File: config.mk
export PLATFORM = sky130hd
export DESIGN_NAME = program_sequencer_stack
export DESIGN_NICKNAME = d
export VERILOG_FILES = /design/src/verilog/seq_pkg.sv /design/src/verilog/program_sequencer_stack.sv /design/src/verilog/alu8.sv
export SDC_FILE = /design/constraint.sdc
export NUM_CORES = 1
export LEC_CHECK = 0
export BUFFER_PORTS_ARGS = -buffer_cell sky130_fd_sc_hd__clkbuf_2
export CAP_MARGIN = 20
export CORE_ASPECT_RATIO = 1.25
export CORE_UTILIZATION = 50
export CTS_BUF_LIST = sky130_fd_sc_hd__clkbuf_8 sky130_fd_sc_hd__clkbuf_16
export DETAILED_ROUTE_END_ITERATION = 10
export PLACE_DENSITY = 0.68
export SYNTH_ARGS = -nofsm -noshare
export SYNTH_HDL_FRONTEND = slang
export SYNTH_HIERARCHICAL = 1
export SYNTH_SLANG_ARGS = --single-unit
File: constraint.sdc
create_clock -name clk -period 9.54 [get_ports clk]
set_input_delay 0.477 -clock clk [delete_from_list [all_inputs] [get_ports clk]]
set_output_delay 0.477 -clock clk [all_outputs]
set_load 0.05 [all_outputs]
File: src/verilog/seq_pkg.sv
// Constants, types and encodings shared by the program sequencer and its ALU.
// Assumes a single 200 MHz clock and a synchronous, active-high reset.
package seq_pkg;

    localparam int PC_W        = 12;
    localparam int STACK_DEPTH = 8;
    localparam int SP_W        = 3;

    localparam logic [PC_W-1:0] PC_RESET      = 12'h000;
    localparam logic [PC_W-1:0] INT_VECTOR    = 12'h004;
    localparam logic [PC_W-1:0] PC_ONE        = 12'h001;
    localparam logic [PC_W-1:0] PC_MASK_SMALL = 12'h7FF;
    localparam logic [PC_W-1:0] PC_MASK_LARGE = 12'hFFF;
    localparam logic [3:0]      DEPTH_FULL    = 4'h8;

    // =========================================================
    // Register map
    localparam logic [7:0] ADDR_ACC    = 8'h00;
    localparam logic [7:0] ADDR_PC_LOW = 8'h02;
    localparam logic [7:0] ADDR_STATUS = 8'h03;
    localparam logic [7:0] ACC_RESET   = 8'h00;

    // =========================================================
    // Instruction classes
    localparam logic [3:0] CLS_NOP        = 4'h0;
    localparam logic [3:0] CLS_ALU        = 4'h1;
    localparam logic [3:0] CLS_SKZ        = 4'h2;
    localparam logic [3:0] CLS_JMP        = 4'h3;
    localparam logic [3:0] CLS_CALL       = 4'h4;
    localparam logic [3:0] CLS_RETURN     = 4'h5;
    localparam logic [3:0] CLS_INT_RETURN = 4'h6;
    localparam logic [3:0] CLS_PCLW       = 4'h7;

    typedef enum logic [3:0] {
        OP_ADD = 4'h0, OP_ADC = 4'h1, OP_SUB = 4'h2, OP_SBC = 4'h3,
        OP_DAA = 4'h4, OP_AND = 4'h5, OP_OR  = 4'h6, OP_XOR = 4'h7,
        OP_CPL = 4'h8, OP_RR  = 4'h9, OP_RRC = 4'hA, OP_RL  = 4'hB,
        OP_RLC = 4'hC, OP_INC = 4'hD, OP_DEC = 4'hE, OP_MOV = 4'hF
    } alu_op_t;

    typedef enum logic [3:0] {
        PH_T1 = 4'h1,
        PH_T2 = 4'h2,
        PH_T3 = 4'h4,
        PH_T4 = 4'h8
    } phase_t;

    typedef struct packed {
        logic [3:0] cls;
        logic [3:0] op;
        logic [7:0] imm;
    } instr_t;

    // Status byte layout: bits 7..4 read zero, then ov, z, ac, c.
    typedef struct packed {
        logic ov;
        logic z;
        logic ac;
        logic c;
    } flags_t;

    localparam instr_t INSTR_DUMMY = 16'h0000;
    localparam flags_t FLAGS_RESET = 4'h0;

endpackage

File: src/verilog/program_sequencer_stack.sv
// Program sequencer: four-phase instruction cycle, prefetch pipeline,
// program counter, hidden return stack and interrupt entry.
// Assumes program memory answers combinationally on pmem_addr and
// that int_req is already qualified by the interrupt enables.
`timescale 1ns/100ps
`default_nettype none
module program_sequencer_stack
    import seq_pkg::*;
(
    input  wire logic            clk,
    input  wire logic            rst,
    input  wire logic            small_variant,
    input  wire logic [7:0]      reg_addr,
    input  wire logic [7:0]      reg_wdata,
    input  wire logic            reg_wr,
    input  wire logic            reg_rd,
    output logic [7:0]           reg_rdata,
    output logic [PC_W-1:0]      pmem_addr,
    input  wire logic [15:0]     prog_data,
    output logic                 fetch_strobe,
    output logic [3:0]           instruction_cycle_phases,
    input  wire logic            int_req,
    output logic                 int_ack,
    output logic                 stack_full
);
    phase_t          phase_reg;
    phase_t          phase_next;
    logic [PC_W-1:0] pc_reg;
    logic [PC_W-1:0] pc_next;
    instr_t          ir_reg;
    logic [7:0]      acc_reg;
    flags_t          flags_reg;
    logic [PC_W-1:0] stack_mem [STACK_DEPTH];
    logic [SP_W-1:0] sp_reg;
    logic [3:0]      depth_reg;
    logic            int_pend_reg;
    logic            low_pend_reg;
    logic [7:0]      low_data_reg;
    logic [7:0]      rdata_reg;
    logic            int_ack_reg;

    // =========================================================
    // Decode of the instruction being executed
    logic            at_t4;
    logic            is_alu;
    logic            is_skz;
    logic            is_jmp;
    logic            is_call;
    logic            is_return;
    logic            is_pclw;
    logic            skip_taken;
    logic            instr_redirect;
    logic            low_apply;
    logic            int_take;
    logic            redirect;
    logic            push;
    logic            pop;
    logic [SP_W-1:0] sp_dec;
    logic [PC_W-1:0] stack_top;
    logic [PC_W-1:0] pc_mask;
    logic [PC_W-1:0] pc_inc;
    logic [PC_W-1:0] pc_target;
    logic [PC_W-1:0] branch_addr;
    logic [7:0]      alu_result;
    flags_t          alu_flags;

    assign at_t4       = (phase_reg == PH_T4);
    assign is_alu      = (ir_reg.cls == CLS_ALU);
    assign is_skz      = (ir_reg.cls == CLS_SKZ);
    assign is_jmp      = (ir_reg.cls == CLS_JMP);
    assign is_call     = (ir_reg.cls == CLS_CALL);
    assign is_return   = (ir_reg.cls == CLS_RETURN) || (ir_reg.cls == CLS_INT_RETURN);
    assign is_pclw     = (ir_reg.cls == CLS_PCLW);
    assign branch_addr = {ir_reg.op, ir_reg.imm};
    assign skip_taken  = is_skz && alu_flags.z;

    assign instr_redirect = is_jmp || is_call || is_return || is_pclw || skip_taken;
    // A software write to the low byte waits for a cycle whose own
    // instruction does not branch, so no branch is ever lost.
    assign low_apply = low_pend_reg && !instr_redirect;
    // Interrupt entry is held off while the stack is full, and while any
    // other redirect is being taken, so the pushed address stays exact.
    assign int_take  = int_pend_reg && !stack_full && !instr_redirect && !low_pend_reg;
    assign redirect  = instr_redirect || low_apply || int_take;
    assign push      = at_t4 && (is_call || int_take);
    assign pop       = at_t4 && is_return;

    assign stack_full = (depth_reg == DEPTH_FULL);
    assign sp_dec     = SP_W'(sp_reg - 3'h1);
    assign stack_top  = stack_mem[sp_dec];

    // =========================================================
    // Program counter next value
    assign pc_mask = small_variant ? PC_MASK_SMALL : PC_MASK_LARGE;
    assign pc_inc  = PC_W'(pc_reg + PC_ONE);

    assign pc_target = (is_jmp || is_call) ? branch_addr :
                       is_return           ? stack_top :
                       is_pclw             ? {pc_reg[PC_W-1:8], acc_reg} :
                       skip_taken          ? pc_inc :
                       low_apply           ? {pc_reg[PC_W-1:8], low_data_reg} :
                                             INT_VECTOR;

    assign pc_next = (redirect ? pc_target : pc_inc) & pc_mask;

    // =========================================================
    // Phase sequencer
    always_comb begin
        case (phase_reg)
            PH_T1:   phase_next = PH_T2;
            PH_T2:   phase_next = PH_T3;
            PH_T3:   phase_next = PH_T4;
            default: phase_next = PH_T1;
        endcase
    end

    always_ff @(posedge clk) begin
        if (rst) begin
            phase_reg <= PH_T1;
        end else begin
            phase_reg <= phase_next;
        end
    end

    // The counter moves on the edge that opens phase one, and the word
    // fetched from it during this cycle is captured on that same edge.
    // A redirect replaces the capture with a dummy, which costs one cycle.
    always_ff @(posedge clk) begin
        if (rst) begin
            pc_reg <= PC_RESET;
            ir_reg <= INSTR_DUMMY;
        end else if (at_t4) begin
            pc_reg <= pc_next;
            ir_reg <= redirect ? INSTR_DUMMY : instr_t'(prog_data);
        end
    end

    // =========================================================
    // ALU and accumulator
    alu8 u_alu (
        .op        (alu_op_t'(ir_reg.op)),
        .a         (acc_reg),
        .b         (ir_reg.imm),
        .flags_in  (flags_reg),
        .result    (alu_result),
        .flags_out (alu_flags)
    );

    logic acc_bus_wr;
    logic low_bus_wr;

    assign acc_bus_wr = reg_wr && (reg_addr == ADDR_ACC);
    assign low_bus_wr = reg_wr && (reg_addr == ADDR_PC_LOW);

    // A bus write to the accumulator wins over an ALU result in the same
    // cycle; the skip compare never touches the accumulator or flags.
    always_ff @(posedge clk) begin
        if (rst) begin
            acc_reg   <= ACC_RESET;
            flags_reg <= FLAGS_RESET;
        end else if (acc_bus_wr) begin
            acc_reg <= reg_wdata;
        end else if (at_t4 && is_alu) begin
            acc_reg   <= alu_result;
            flags_reg <= alu_flags;
        end
    end

    // =========================================================
    // Return stack, one entry per generate slot
    for (genvar i = 0; i < STACK_DEPTH; i++) begin : g_stack
        always_ff @(posedge clk) begin
            if (push && (sp_reg == SP_W'(i))) begin
                stack_mem[i] <= pc_reg;
            end
        end
    end

    // The pointer wraps, so a push on a full stack lands on the oldest
    // entry and the depth stays at its ceiling.
    always_ff @(posedge clk) begin
        if (rst) begin
            sp_reg    <= '0;
            depth_reg <= 4'h0;
        end else if (push) begin
            sp_reg    <= SP_W'(sp_reg + 3'h1);
            depth_reg <= stack_full ? depth_reg : 4'(depth_reg + 4'h1);
        end else if (pop) begin
            sp_reg    <= sp_dec;
            depth_reg <= (depth_reg == 4'h0) ? depth_reg : 4'(depth_reg - 4'h1);
        end
    end

    // =========================================================
    // Interrupt and low-byte write pending flags; a new event wins
    // over the clear that happens in the same cycle.
    always_ff @(posedge clk) begin
        if (rst) begin
            int_pend_reg <= 1'b0;
            int_ack_reg  <= 1'b0;
            low_pend_reg <= 1'b0;
            low_data_reg <= 8'h00;
        end else begin
            int_pend_reg <= int_req || (int_pend_reg && !(at_t4 && int_take));
            int_ack_reg  <= at_t4 && int_take;
            low_pend_reg <= low_bus_wr || (low_pend_reg && !(at_t4 && low_apply));
            if (low_bus_wr) begin
                low_data_reg <= reg_wdata;
            end
        end
    end

    // =========================================================
    // Register read port; the stack is deliberately absent.
    logic [7:0] rd_mux;

    assign rd_mux = (reg_addr == ADDR_ACC)    ? acc_reg :
                    (reg_addr == ADDR_PC_LOW) ? pc_reg[7:0] :
                    (reg_addr == ADDR_STATUS) ? {4'h0, flags_reg} :
                                                8'h00;

    always_ff @(posedge clk) begin
        if (rst) begin
            rdata_reg <= 8'h00;
        end else begin
            rdata_reg <= reg_rd ? rd_mux : 8'h00;
        end
    end

    assign reg_rdata                = rdata_reg;
    assign pmem_addr                = pc_reg;
    assign fetch_strobe             = phase_reg[0];
    assign instruction_cycle_phases = phase_reg;
    assign int_ack                  = int_ack_reg;
endmodule
`default_nettype wire

File: src/verilog/alu8.sv
// Eight-bit ALU of the sequencer core, purely combinational.
// Assumes the caller keeps flags that an operation leaves untouched.
`timescale 1ns/100ps
`default_nettype none
module alu8
    import seq_pkg::*;
(
    input  wire alu_op_t    op,
    input  wire logic [7:0] a,
    input  wire logic [7:0] b,
    input  wire flags_t     flags_in,
    output logic [7:0]      result,
    output flags_t          flags_out
);
    logic [8:0] sum;
    logic [4:0] low;
    logic [7:0] addend;
    logic       cin;
    logic [8:0] daa_val;

    // =========================================================
    // Adder shared by add, subtract and their carry forms
    // Subtract adds the complement, so carry set means no borrow.
    assign addend   = ((op == OP_SUB) || (op == OP_SBC)) ? ~b : b;
    assign cin      = (op == OP_SUB) ? 1'b1 : ((op == OP_ADC) || (op == OP_SBC)) ? flags_in.c : 1'b0;
    assign sum      = {1'b0, a} + {1'b0, addend} + {8'h00, cin};
    assign low      = {1'b0, a[3:0]} + {1'b0, addend[3:0]} + {4'h0, cin};
    assign daa_val  = {1'b0, a}
                    + (((a[3:0] > 4'h9) || flags_in.ac) ? 9'h006 : 9'h000)
                    + (((a[7:4] > 4'h9) || flags_in.c) ? 9'h060 : 9'h000);

    always_comb begin
        flags_out = flags_in;
        result    = 8'h00;
        case (op)
            OP_ADD, OP_ADC, OP_SUB, OP_SBC: begin
                result       = sum[7:0];
                flags_out.c  = sum[8];
                flags_out.ac = low[4];
                flags_out.ov = (a[7] == addend[7]) && (sum[7] != a[7]);
            end
            OP_DAA: begin
                result      = daa_val[7:0];
                flags_out.c = daa_val[8] | flags_in.c;
            end
            OP_AND:  result = a & b;
            OP_OR:   result = a | b;
            OP_XOR:  result = a ^ b;
            OP_CPL:  result = ~a;
            OP_RR:   result = {a[0], a[7:1]};
            OP_RRC: begin
                result      = {flags_in.c, a[7:1]};
                flags_out.c = a[0];
            end
            OP_RL:   result = {a[6:0], a[7]};
            OP_RLC: begin
                result      = {a[6:0], flags_in.c};
                flags_out.c = a[7];
            end
            OP_INC:  result = 8'(a + 8'h01);
            OP_DEC:  result = 8'(a - 8'h01);
            default: result = b;
        endcase
        // Zero follows every operation, rotates included.
        flags_out.z = (result == 8'h00);
    end

endmodule
`default_nettype wire

==> summary.txt, run 1 <==
======================================================================================================
Height of the die                                                                             156.4 um
Utilization of the core after routing                                                           56.21%
Via count of the first global-routing pass                                                        7282
Min-Delay Path Class                                                                      input pin to flip-flop
Worst max-slew margin expressed relative to the limit                                           34.90%
CP Capture Type                                                                              flip-flop
Global-route wire length before repair                                                        41610 um
Net count of the mapped netlist                                                                    979
Register area                                                                                 4285 um2
Critical path launch point type                                                              flip-flop
Maximum buffer depth of the clock tree                                                               2
Number of nets at the end of the flow                                                             1015
Boundary Pins                                                                                       65
Clock buffer count from CTS                                                                         17
Data required time of the worst path                                                           9860 ps
Number of setup violations in the final report                                                       0
Number of violations of the max-capacitance limit                                                    0
Filler Cell Count                                                                                 1619
Number of hold buffers added after cts                                                               0
Yosys cell types                                                                                    82
Global-route met3 utilization                                                                   4.034%
GR met1 Demand/Resource                                                                         32.24%
Most used standard cell by instance count after synthesis                                 sky130_fd_sc_hd__edfxtp_1
RSZ-0062 raised after global routing                                                             false
Top cells by area in the synthesized netlist                                              sky130_fd_sc_hd__edfxtp_1 30%, sky130_fd_sc_hd__dfxtp_1 15%, sky130_fd_sc_hd__mux4_2 6.1%
Leakage power figure                                                                          3.906 nW
Clock period minus final worst setup slack                                                     6866 ps
Via count                                                                                         7484
Area of all placed cells without fillers                                                     10520 um2
Transition time of the tightest slew-check pin                                                976.4 ps
Area growth from synthesis to layout                                                            10.24%
Fraction of final layout cells with drive strength greater than 1                               18.25%
Peak-usage layer in the global routing report                                                     met2
Area share of the largest cell type after synthesis                                             30.22%
IR Drop Worst-Case VDD                                                                     0.0001626 V
Die boundary width                                                                            125.5 um
Vias per Instance                                                                                6.342
CTS root buffer                                                                           sky130_fd_sc_hd__clkbuf_16
Fraction of registers with async set/reset                                                          0%
Cell accounting for the most synthesized area                                             sky130_fd_sc_hd__edfxtp_1
N_diodes                                                                                             0
Dominant register cell in the synthesized netlist                                         sky130_fd_sc_hd__edfxtp_1
Warnings from Yosys                                                                                  6
Clock transition at the register clock pins on the worst setup and hold paths after CTS          70 ps
GPL Wtd Cong                                                                                    0.9709
P per Cell Area                                                                           140.4 nW/um2
Cell area reported after detailed placement                                                   9941 um2
Count of final max-slew check failures                                                               0
Pre-CTS setup slack                                                                            2778 ps
Critical setup path kind                                                                  flip-flop to flip-flop
Flip-flop count of the largest register, all copies and words added                                 96
Number of flops mapped to enable cells by yosys                                                     96
Post-detailed-route wirelength per cell                                                       22.70 um
Initial antenna violation count                                                                      0
Clock tree skew after final layout                                                            11.94 ps
Drt first pass iters                                                                                 8
Result of the run                                                                         finished, violations left
Register area share after synthesis                                                             44.91%
Input/output buffers                                                                                64
Total Neg Setup Slack                                                                             0 ps
Rows                                                                                                56
Seq cells post-synth                                                                               166
Gates resized, CTS repair                                                                            0
Violated checks                                                                           design-rule violations
Floorplan core area                                                                          18710 um2
Area taken by multi-input logic gates                                                         4793 um2
H-Tree Depth                                                                                         4
Detailed router's first-iteration violation count                                                  735
Detailed placement HPWL                                                                       18530 um
Post-Synthesis Mean Instance Area                                                            10.61 um2
Final hold viol count                                                                                0
Post-synth design cell area                                                                   9539 um2
DR DRC count                                                                                         2
Period utilisation layout                                                                       71.97%
Post-CTS setup-driven buffer insertion count                                                         0
Total Routing Usage GR                                                                          28.07%
Initial Utilization                                                                             50.99%
Cells after synthesis                                                                              899
Overflow left after global routing                                                                   0
Maximum achievable frequency                                                                 145.6 MHz
Largest net degree at the start of global routing                                                   65
Clock tree from TritonCTS                                                                        built
Number of routed nets with antenna violations                                                        0
Top register by number of flip-flops                                                         stack_mem
Largest driver fanout on the critical path                                                          35
DIE AREA                                                                                     19640 um2
Wire length reported by the detailed router                                                   26780 um
Clock insertion delay at the later pin of the skew report                                       430 ps
Ranking of synthesized cells by instance count                                            96 x sky130_fd_sc_hd__edfxtp_1, 76 x sky130_fd_sc_hd__nor2_1, 70 x sky130_fd_sc_hd__dfxtp_1
Clk sink count                                                                                     166
Data arrival, critical path                                                                    7190 ps
Fraction of met2 tracks used by global routing                                                  50.87%
Fin worst setup slack                                                                          2674 ps
======================================================================================================
==> logic make-up after synthesis <==
logic type	count (synthesis)	synth area share, %
compound gates	207	15.27
xor+xnor	38	3.489
fa+ha+maj	42	5.824
buf+inv	97	4.840
flops	166	44.91
mux	63	10.13
simple gates	286	15.54
==> final cells by class <==
type                       instances  area share, %
timing repair buffer              81          4.259
sequential                       166          40.75
clock buffer                      17          4.045
inverter                          33          1.178
clock inverter                    15          1.428
tap                              232          2.760
multi-input combinational        636          45.58
==> per-layer routing <==
| layer | up-vias | share of wire [%] |
|---|---|---|
| met5 | - | 0 |
| met4 | 0 | 4.7 |
| met3 | 79 | 5.3 |
| met2 | 296 | 51 |
| met1 | 3655 | 39 |
| li1 | 3454 | - |
==> cells in the final DEF (no fill, tap or decap), types with 7 or more instances in the layout <==
cell type / netlist / layout
sky130_fd_sc_hd__dfxtp_1: 70 / 69
sky130_fd_sc_hd__ha_1: 38 / 38
sky130_fd_sc_hd__a211oi_1: 19 / 19
sky130_fd_sc_hd__o22ai_1: 10 / 10
sky130_fd_sc_hd__a21oi_1: 56 / 56
sky130_fd_sc_hd__clkbuf_2: 0 / 64
sky130_fd_sc_hd__clkbuf_16: 0 / 17
sky130_fd_sc_hd__nor3_1: 17 / 17
sky130_fd_sc_hd__nand2b_1: 8 / 8
sky130_fd_sc_hd__o21ai_0: 28 / 28
sky130_fd_sc_hd__nand3_1: 38 / 38
sky130_fd_sc_hd__a221oi_1: 14 / 14
sky130_fd_sc_hd__buf_4: 9 / 17
sky130_fd_sc_hd__nand4_1: 11 / 11
sky130_fd_sc_hd__a22oi_1: 9 / 9
sky130_fd_sc_hd__xor2_1: 12 / 12
sky130_fd_sc_hd__xnor2_1: 26 / 26
sky130_fd_sc_hd__inv_1: 33 / 33
sky130_fd_sc_hd__nor2b_1: 10 / 10
sky130_fd_sc_hd__and3_1: 15 / 15
sky130_fd_sc_hd__inv_8: 0 / 7
sky130_fd_sc_hd__a31oi_1: 8 / 8
sky130_fd_sc_hd__and2_1: 8 / 8
sky130_fd_sc_hd__nor4_1: 8 / 8
sky130_fd_sc_hd__a21o_1: 7 / 7
sky130_fd_sc_hd__nand2_1: 53 / 53
sky130_fd_sc_hd__edfxtp_1: 96 / 96
sky130_fd_sc_hd__nor2_1: 76 / 76
sky130_fd_sc_hd__mux4_2: 26 / 26
sky130_fd_sc_hd__mux2i_1: 32 / 32
==> critical path, stage by stage (launching register included) <==
cell	delay, ps
sky130_fd_sc_hd__dfxtp_1	300
sky130_fd_sc_hd__buf_4	220
sky130_fd_sc_hd__nor2_1	340
sky130_fd_sc_hd__and2_1	470
sky130_fd_sc_hd__xnor2_1	160
sky130_fd_sc_hd__fa_1	460
sky130_fd_sc_hd__fa_1	420
sky130_fd_sc_hd__and3_1	170
sky130_fd_sc_hd__o311ai_0	440
sky130_fd_sc_hd__nand3_1	110
sky130_fd_sc_hd__nor3b_1	150
sky130_fd_sc_hd__o32a_1	330
sky130_fd_sc_hd__or4_1	540
sky130_fd_sc_hd__nor4_2	400
sky130_fd_sc_hd__or2_4	260
sky130_fd_sc_hd__a311oi_4	150
sky130_fd_sc_hd__a21oi_2	300
sky130_fd_sc_hd__nor2_1	170
sky130_fd_sc_hd__inv_1	160
sky130_fd_sc_hd__ha_1	280
sky130_fd_sc_hd__a21oi_1	140
sky130_fd_sc_hd__nand2_1	90
sky130_fd_sc_hd__and3_1	180
sky130_fd_sc_hd__o211a_1	210
sky130_fd_sc_hd__mux2_4	290
==> final timing paths <==
check                               startpoint                   endpoint  slack, ps  cells past startpoint
setup / recovery  branch_addr[11]$_SDFFE_PP0P_  depth_reg[3]$_SDFFE_PP0P_       2670                     24
hold / removal                         int_req    int_pend_reg$_SDFF_PP0_        250                      3
setup reg to reg  branch_addr[11]$_SDFFE_PP0P_  depth_reg[3]$_SDFFE_PP0P_       2670                     24
hold reg to reg      depth_reg[2]$_SDFFE_PP0P_  depth_reg[2]$_SDFFE_PP0P_        500                      2
==> stage by stage <==
step                hold slack (ps)  power, mW  std cells
floorplan                     448.9     0.8081        899
global placement              464.1     0.8233       1148
detailed placement            493.8     0.8233       1148
CTS                           240.7      1.485       1180
global route                  268.6      1.516       1180
finish                        252.4      1.476       1180
==> power breakdown <==
group	internal, mW	total (mW)	switching (mW)
Combinational	0.0158	0.0508	0.0351
Sequential	0.752	0.757	0.00528
Clock	0.349	0.668	0.319
Total	1.12	1.48	0.360
Note: power is estimated with default switching activity, not from simulation.
==> run 2: changes to the inputs <==
clock period = 7.05 ns   (was 9.54 ns; I/O delays follow)
==> summary.txt, run 2 (same netlist as run 1, synthesis figures left out) <==
======================================================================================================
Result of the run                                                                         finished, violations left
Violated checks                                                                           design-rule violations
Post-detailed-route wirelength per cell                                                       22.59 um   -0.46%
Wire length reported by the detailed router                                                   26700 um   -0.29%
Data arrival, critical path                                                                    6810 ps   -380 ps
Maximum achievable frequency                                                                 154.0 MHz   +5.8%
Share of total power consumed by net switching                                                  22.76%   -1.6 points
Internal power consumption                                                                    1.570 mW   +41%
Clock buffer count from CTS                                                                         17   unchanged
Clock insertion delay at the later pin of the skew report                                       430 ps   about the same
Number of nets at the end of the flow                                                             1017   +0.20%
Clock tree from TritonCTS                                                                        built
Detailed router's first-iteration violation count                                                  728   -0.95%
Family of cells with the greatest summed delay on the critical path                       simple AND/OR/NAND/NOR gates
Clk sink count                                                                                     166   unchanged
Total Neg Setup Slack                                                                             0 ps   unchanged
Clock power frac                                                                                 46.1%   +0.8 points
Number of setup violations in the final report                                                       0   unchanged
Cell total after placement                                                                        1150   +0.17%
Maximum buffer depth of the clock tree                                                               2   unchanged
Height of the die                                                                             156.4 um   unchanged
Count of final max-slew check failures                                                               0   unchanged
Area taken by multi-input logic gates                                                         4793 um2   unchanged
RSZ-0062 raised after global routing                                                             false
Global-route wire length before repair                                                        41190 um   -1.0%
Commonest non-fill, non-tap cell in the layout                                            sky130_fd_sc_hd__edfxtp_1
Die boundary width                                                                            125.5 um   unchanged
Hold path startpoint                                                                           int_req
Largest net degree at the start of global routing                                                   65   unchanged
Clock transition at the register clock pins on the worst setup and hold paths after CTS          70 ps   about the same
Vias per Instance                                                                                6.287   -0.88%
Leakage power figure                                                                          3.916 nW   +0.25%
Post-CTS setup-driven buffer insertion count                                                         0   unchanged
Via count                                                                                         7431   -0.71%
Switch Pwr                                                                                   0.4625 mW   +29%
H-Tree Depth                                                                                         4   unchanged
Initial antenna violation count                                                                      0   unchanged
P per Cell Area                                                                           192.6 nW/um2   +37%
Flip-flop count of the largest register, all copies and words added                                 96   unchanged
DR DRC count                                                                                         2   unchanged
Rows                                                                                                56   unchanged
Total power                                                                                   2.032 mW   +38%
Number of hold buffers added after cts                                                               0   unchanged
Final hold viol count                                                                                0   unchanged
Min-Delay Path Class                                                                      input pin to flip-flop
CTS root buffer                                                                           sky130_fd_sc_hd__clkbuf_16
Data required time of the worst path                                                           7370 ps   -2490 ps
Worst path cell trace                                                                     nor2_1 > buf_4 > and2_1 > xnor2_1 > fa_1 > fa_1 > and3_1 > o311ai_0 > nand3_1 > nor3b_1 > o32a_1 > or4_1 > nor4_2 > or2_4 > a311oi_4 > a21oi_2 > nor2_1 > inv_1 > ha_1 > a21oi_1 > nand2_1 > and3_1 > o211a_1 > mux2_4
IR Drop Worst-Case VDD                                                                     0.0001946 V   +20%
Top library cells by usage in the layout, fill and taps aside                             96 x sky130_fd_sc_hd__edfxtp_1, 76 x sky130_fd_sc_hd__nor2_1, 69 x sky130_fd_sc_hd__dfxtp_1
Detailed placement HPWL                                                                       18450 um   -0.43%
Clock tree skew after final layout                                                            6.948 ps   -4.996 ps
CP Capture Type                                                                              flip-flop
Library cell contributing the largest single delay on the critical path                   sky130_fd_sc_hd__or4_1
Total Routing Usage GR                                                                          27.96%   -0.11 points
Number of routed nets with antenna violations                                                        0   unchanged
Largest driver fanout on the critical path                                                           8   -77%
Floorplan core area                                                                          18710 um2   unchanged
Drt first pass iters                                                                                 8   unchanged
Launching element of the worst setup path                                                 branch_addr[11]$_SDFFE_PP0P_
Transition time of the tightest slew-check pin                                                 1004 ps   +27.33 ps
Register share of total power                                                                    50.4%   -0.9 points
Filler Cell Count                                                                                 1604   -0.93%
Input/output buffers                                                                                64   unchanged
Initial Utilization                                                                             50.99%   unchanged
Final cell count without fillers                                                                  1182   +0.17%
GPL Wtd Cong                                                                                    0.9545   -1.7%
Boundary Pins                                                                                       65   unchanged
Critical setup path kind                                                                  flip-flop to flip-flop
Area growth from synthesis to layout                                                            10.59%
Gates resized, CTS repair                                                                            0   unchanged
Logic gate share of total power                                                                   3.5%   about the same
Overflow left after global routing                                                                   0   unchanged
N_diodes                                                                                             0   unchanged
Period utilisation layout                                                                       92.09%   +20 points
Fraction of final layout cells with drive strength greater than 1                               18.42%   +0.17 points
Clock period minus final worst setup slack                                                     6493 ps   -373.6 ps
DIE AREA                                                                                     19640 um2   unchanged
Top register by number of flip-flops                                                         stack_mem
Worst max-slew margin expressed relative to the limit                                           33.08%   -1.8 points
Critical path launch point type                                                              flip-flop
Number of violations of the max-capacitance limit                                                    0   unchanged
Register area                                                                                 4285 um2   unchanged
Via count of the first global-routing pass                                                        7315   +0.45%
Startpoint of the lowest-slack register-to-register path                                  branch_addr[11]$_SDFFE_PP0P_
Delay of the slowest cell on the worst path                                                     540 ps   about the same
Buffer and inverter count on the worst path                                                          2   unchanged
======================================================================================================
[run 2: cell type report]
type                       count  area share, %
clock buffer                  17          4.033
clock inverter                15          1.589
inverter                      33          1.174
multi-input combinational    636          45.44
sequential                   166          40.62
tap                          232          2.752
timing repair buffer          83          4.389
[run 2: per-layer routing]
metal | global-route usage (%) | vias to the layer above | share of wire, %
met5 | 0 | - | 0
met4 | 16.20 | 0 | 5.0
met2 | 49.55 | 266 | 50
met1 | 32.23 | 3628 | 40
met3 | 4.171 | 80 | 4.5
li1 | - | 3457 | -
[run 2: worst reg2reg max path, stage by stage (launching register included)]
cell	delay (ps)
sky130_fd_sc_hd__dfxtp_1	310
sky130_fd_sc_hd__nor2_1	100
sky130_fd_sc_hd__buf_4	160
sky130_fd_sc_hd__and2_1	400
sky130_fd_sc_hd__xnor2_1	150
sky130_fd_sc_hd__fa_1	440
sky130_fd_sc_hd__fa_1	420
sky130_fd_sc_hd__and3_1	200
sky130_fd_sc_hd__o311ai_0	450
sky130_fd_sc_hd__nand3_1	120
sky130_fd_sc_hd__nor3b_1	160
sky130_fd_sc_hd__o32a_1	300
sky130_fd_sc_hd__or4_1	540
sky130_fd_sc_hd__nor4_2	390
sky130_fd_sc_hd__or2_4	260
sky130_fd_sc_hd__a311oi_4	150
sky130_fd_sc_hd__a21oi_2	310
sky130_fd_sc_hd__nor2_1	160
sky130_fd_sc_hd__inv_1	160
sky130_fd_sc_hd__ha_1	280
sky130_fd_sc_hd__a21oi_1	140
sky130_fd_sc_hd__nand2_1	90
sky130_fd_sc_hd__and3_1	180
sky130_fd_sc_hd__o211a_1	220
sky130_fd_sc_hd__mux2_4	290
[run 2: path summary, 6_finish.rpt]
check | to | slack (ps) | depth (start not counted)
max | depth_reg[3]$_SDFFE_PP0P_ | 560 | 24
min | int_pend_reg$_SDFF_PP0_ | 140 | 3
max reg2reg | depth_reg[3]$_SDFFE_PP0P_ | 560 | 24
min reg2reg | depth_reg[2]$_SDFFE_PP0P_ | 490 | 2
[run 2: metrics by stage]
step | worst slack [ps] | instance area [um2] | util (%) | hold WS, ps
floorplan | 318.9 | 9539 | - | 448.9
global placement | 744.8 | 9948 | 53.18 | 469.7
detailed placement | 631.0 | 9956 | 53.22 | 477.2
CTS | 591.3 | 10550 | 56.39 | 127.6
global route | 216.2 | 10550 | 56.39 | 159.9
finish | 557.4 | 10550 | 56.39 | 138.4
[run 2: power groups by stage]
stage	clock network (mW)	logic [mW]	registers, mW
after floorplan	0	0.0377	1.06
after global placement	0	0.0699	1.05
after detailed placement	0	0.0701	1.05
after CTS	0.949	0.0704	1.02
after global routing	0.986	0.0745	1.02
final	0.937	0.0706	1.02
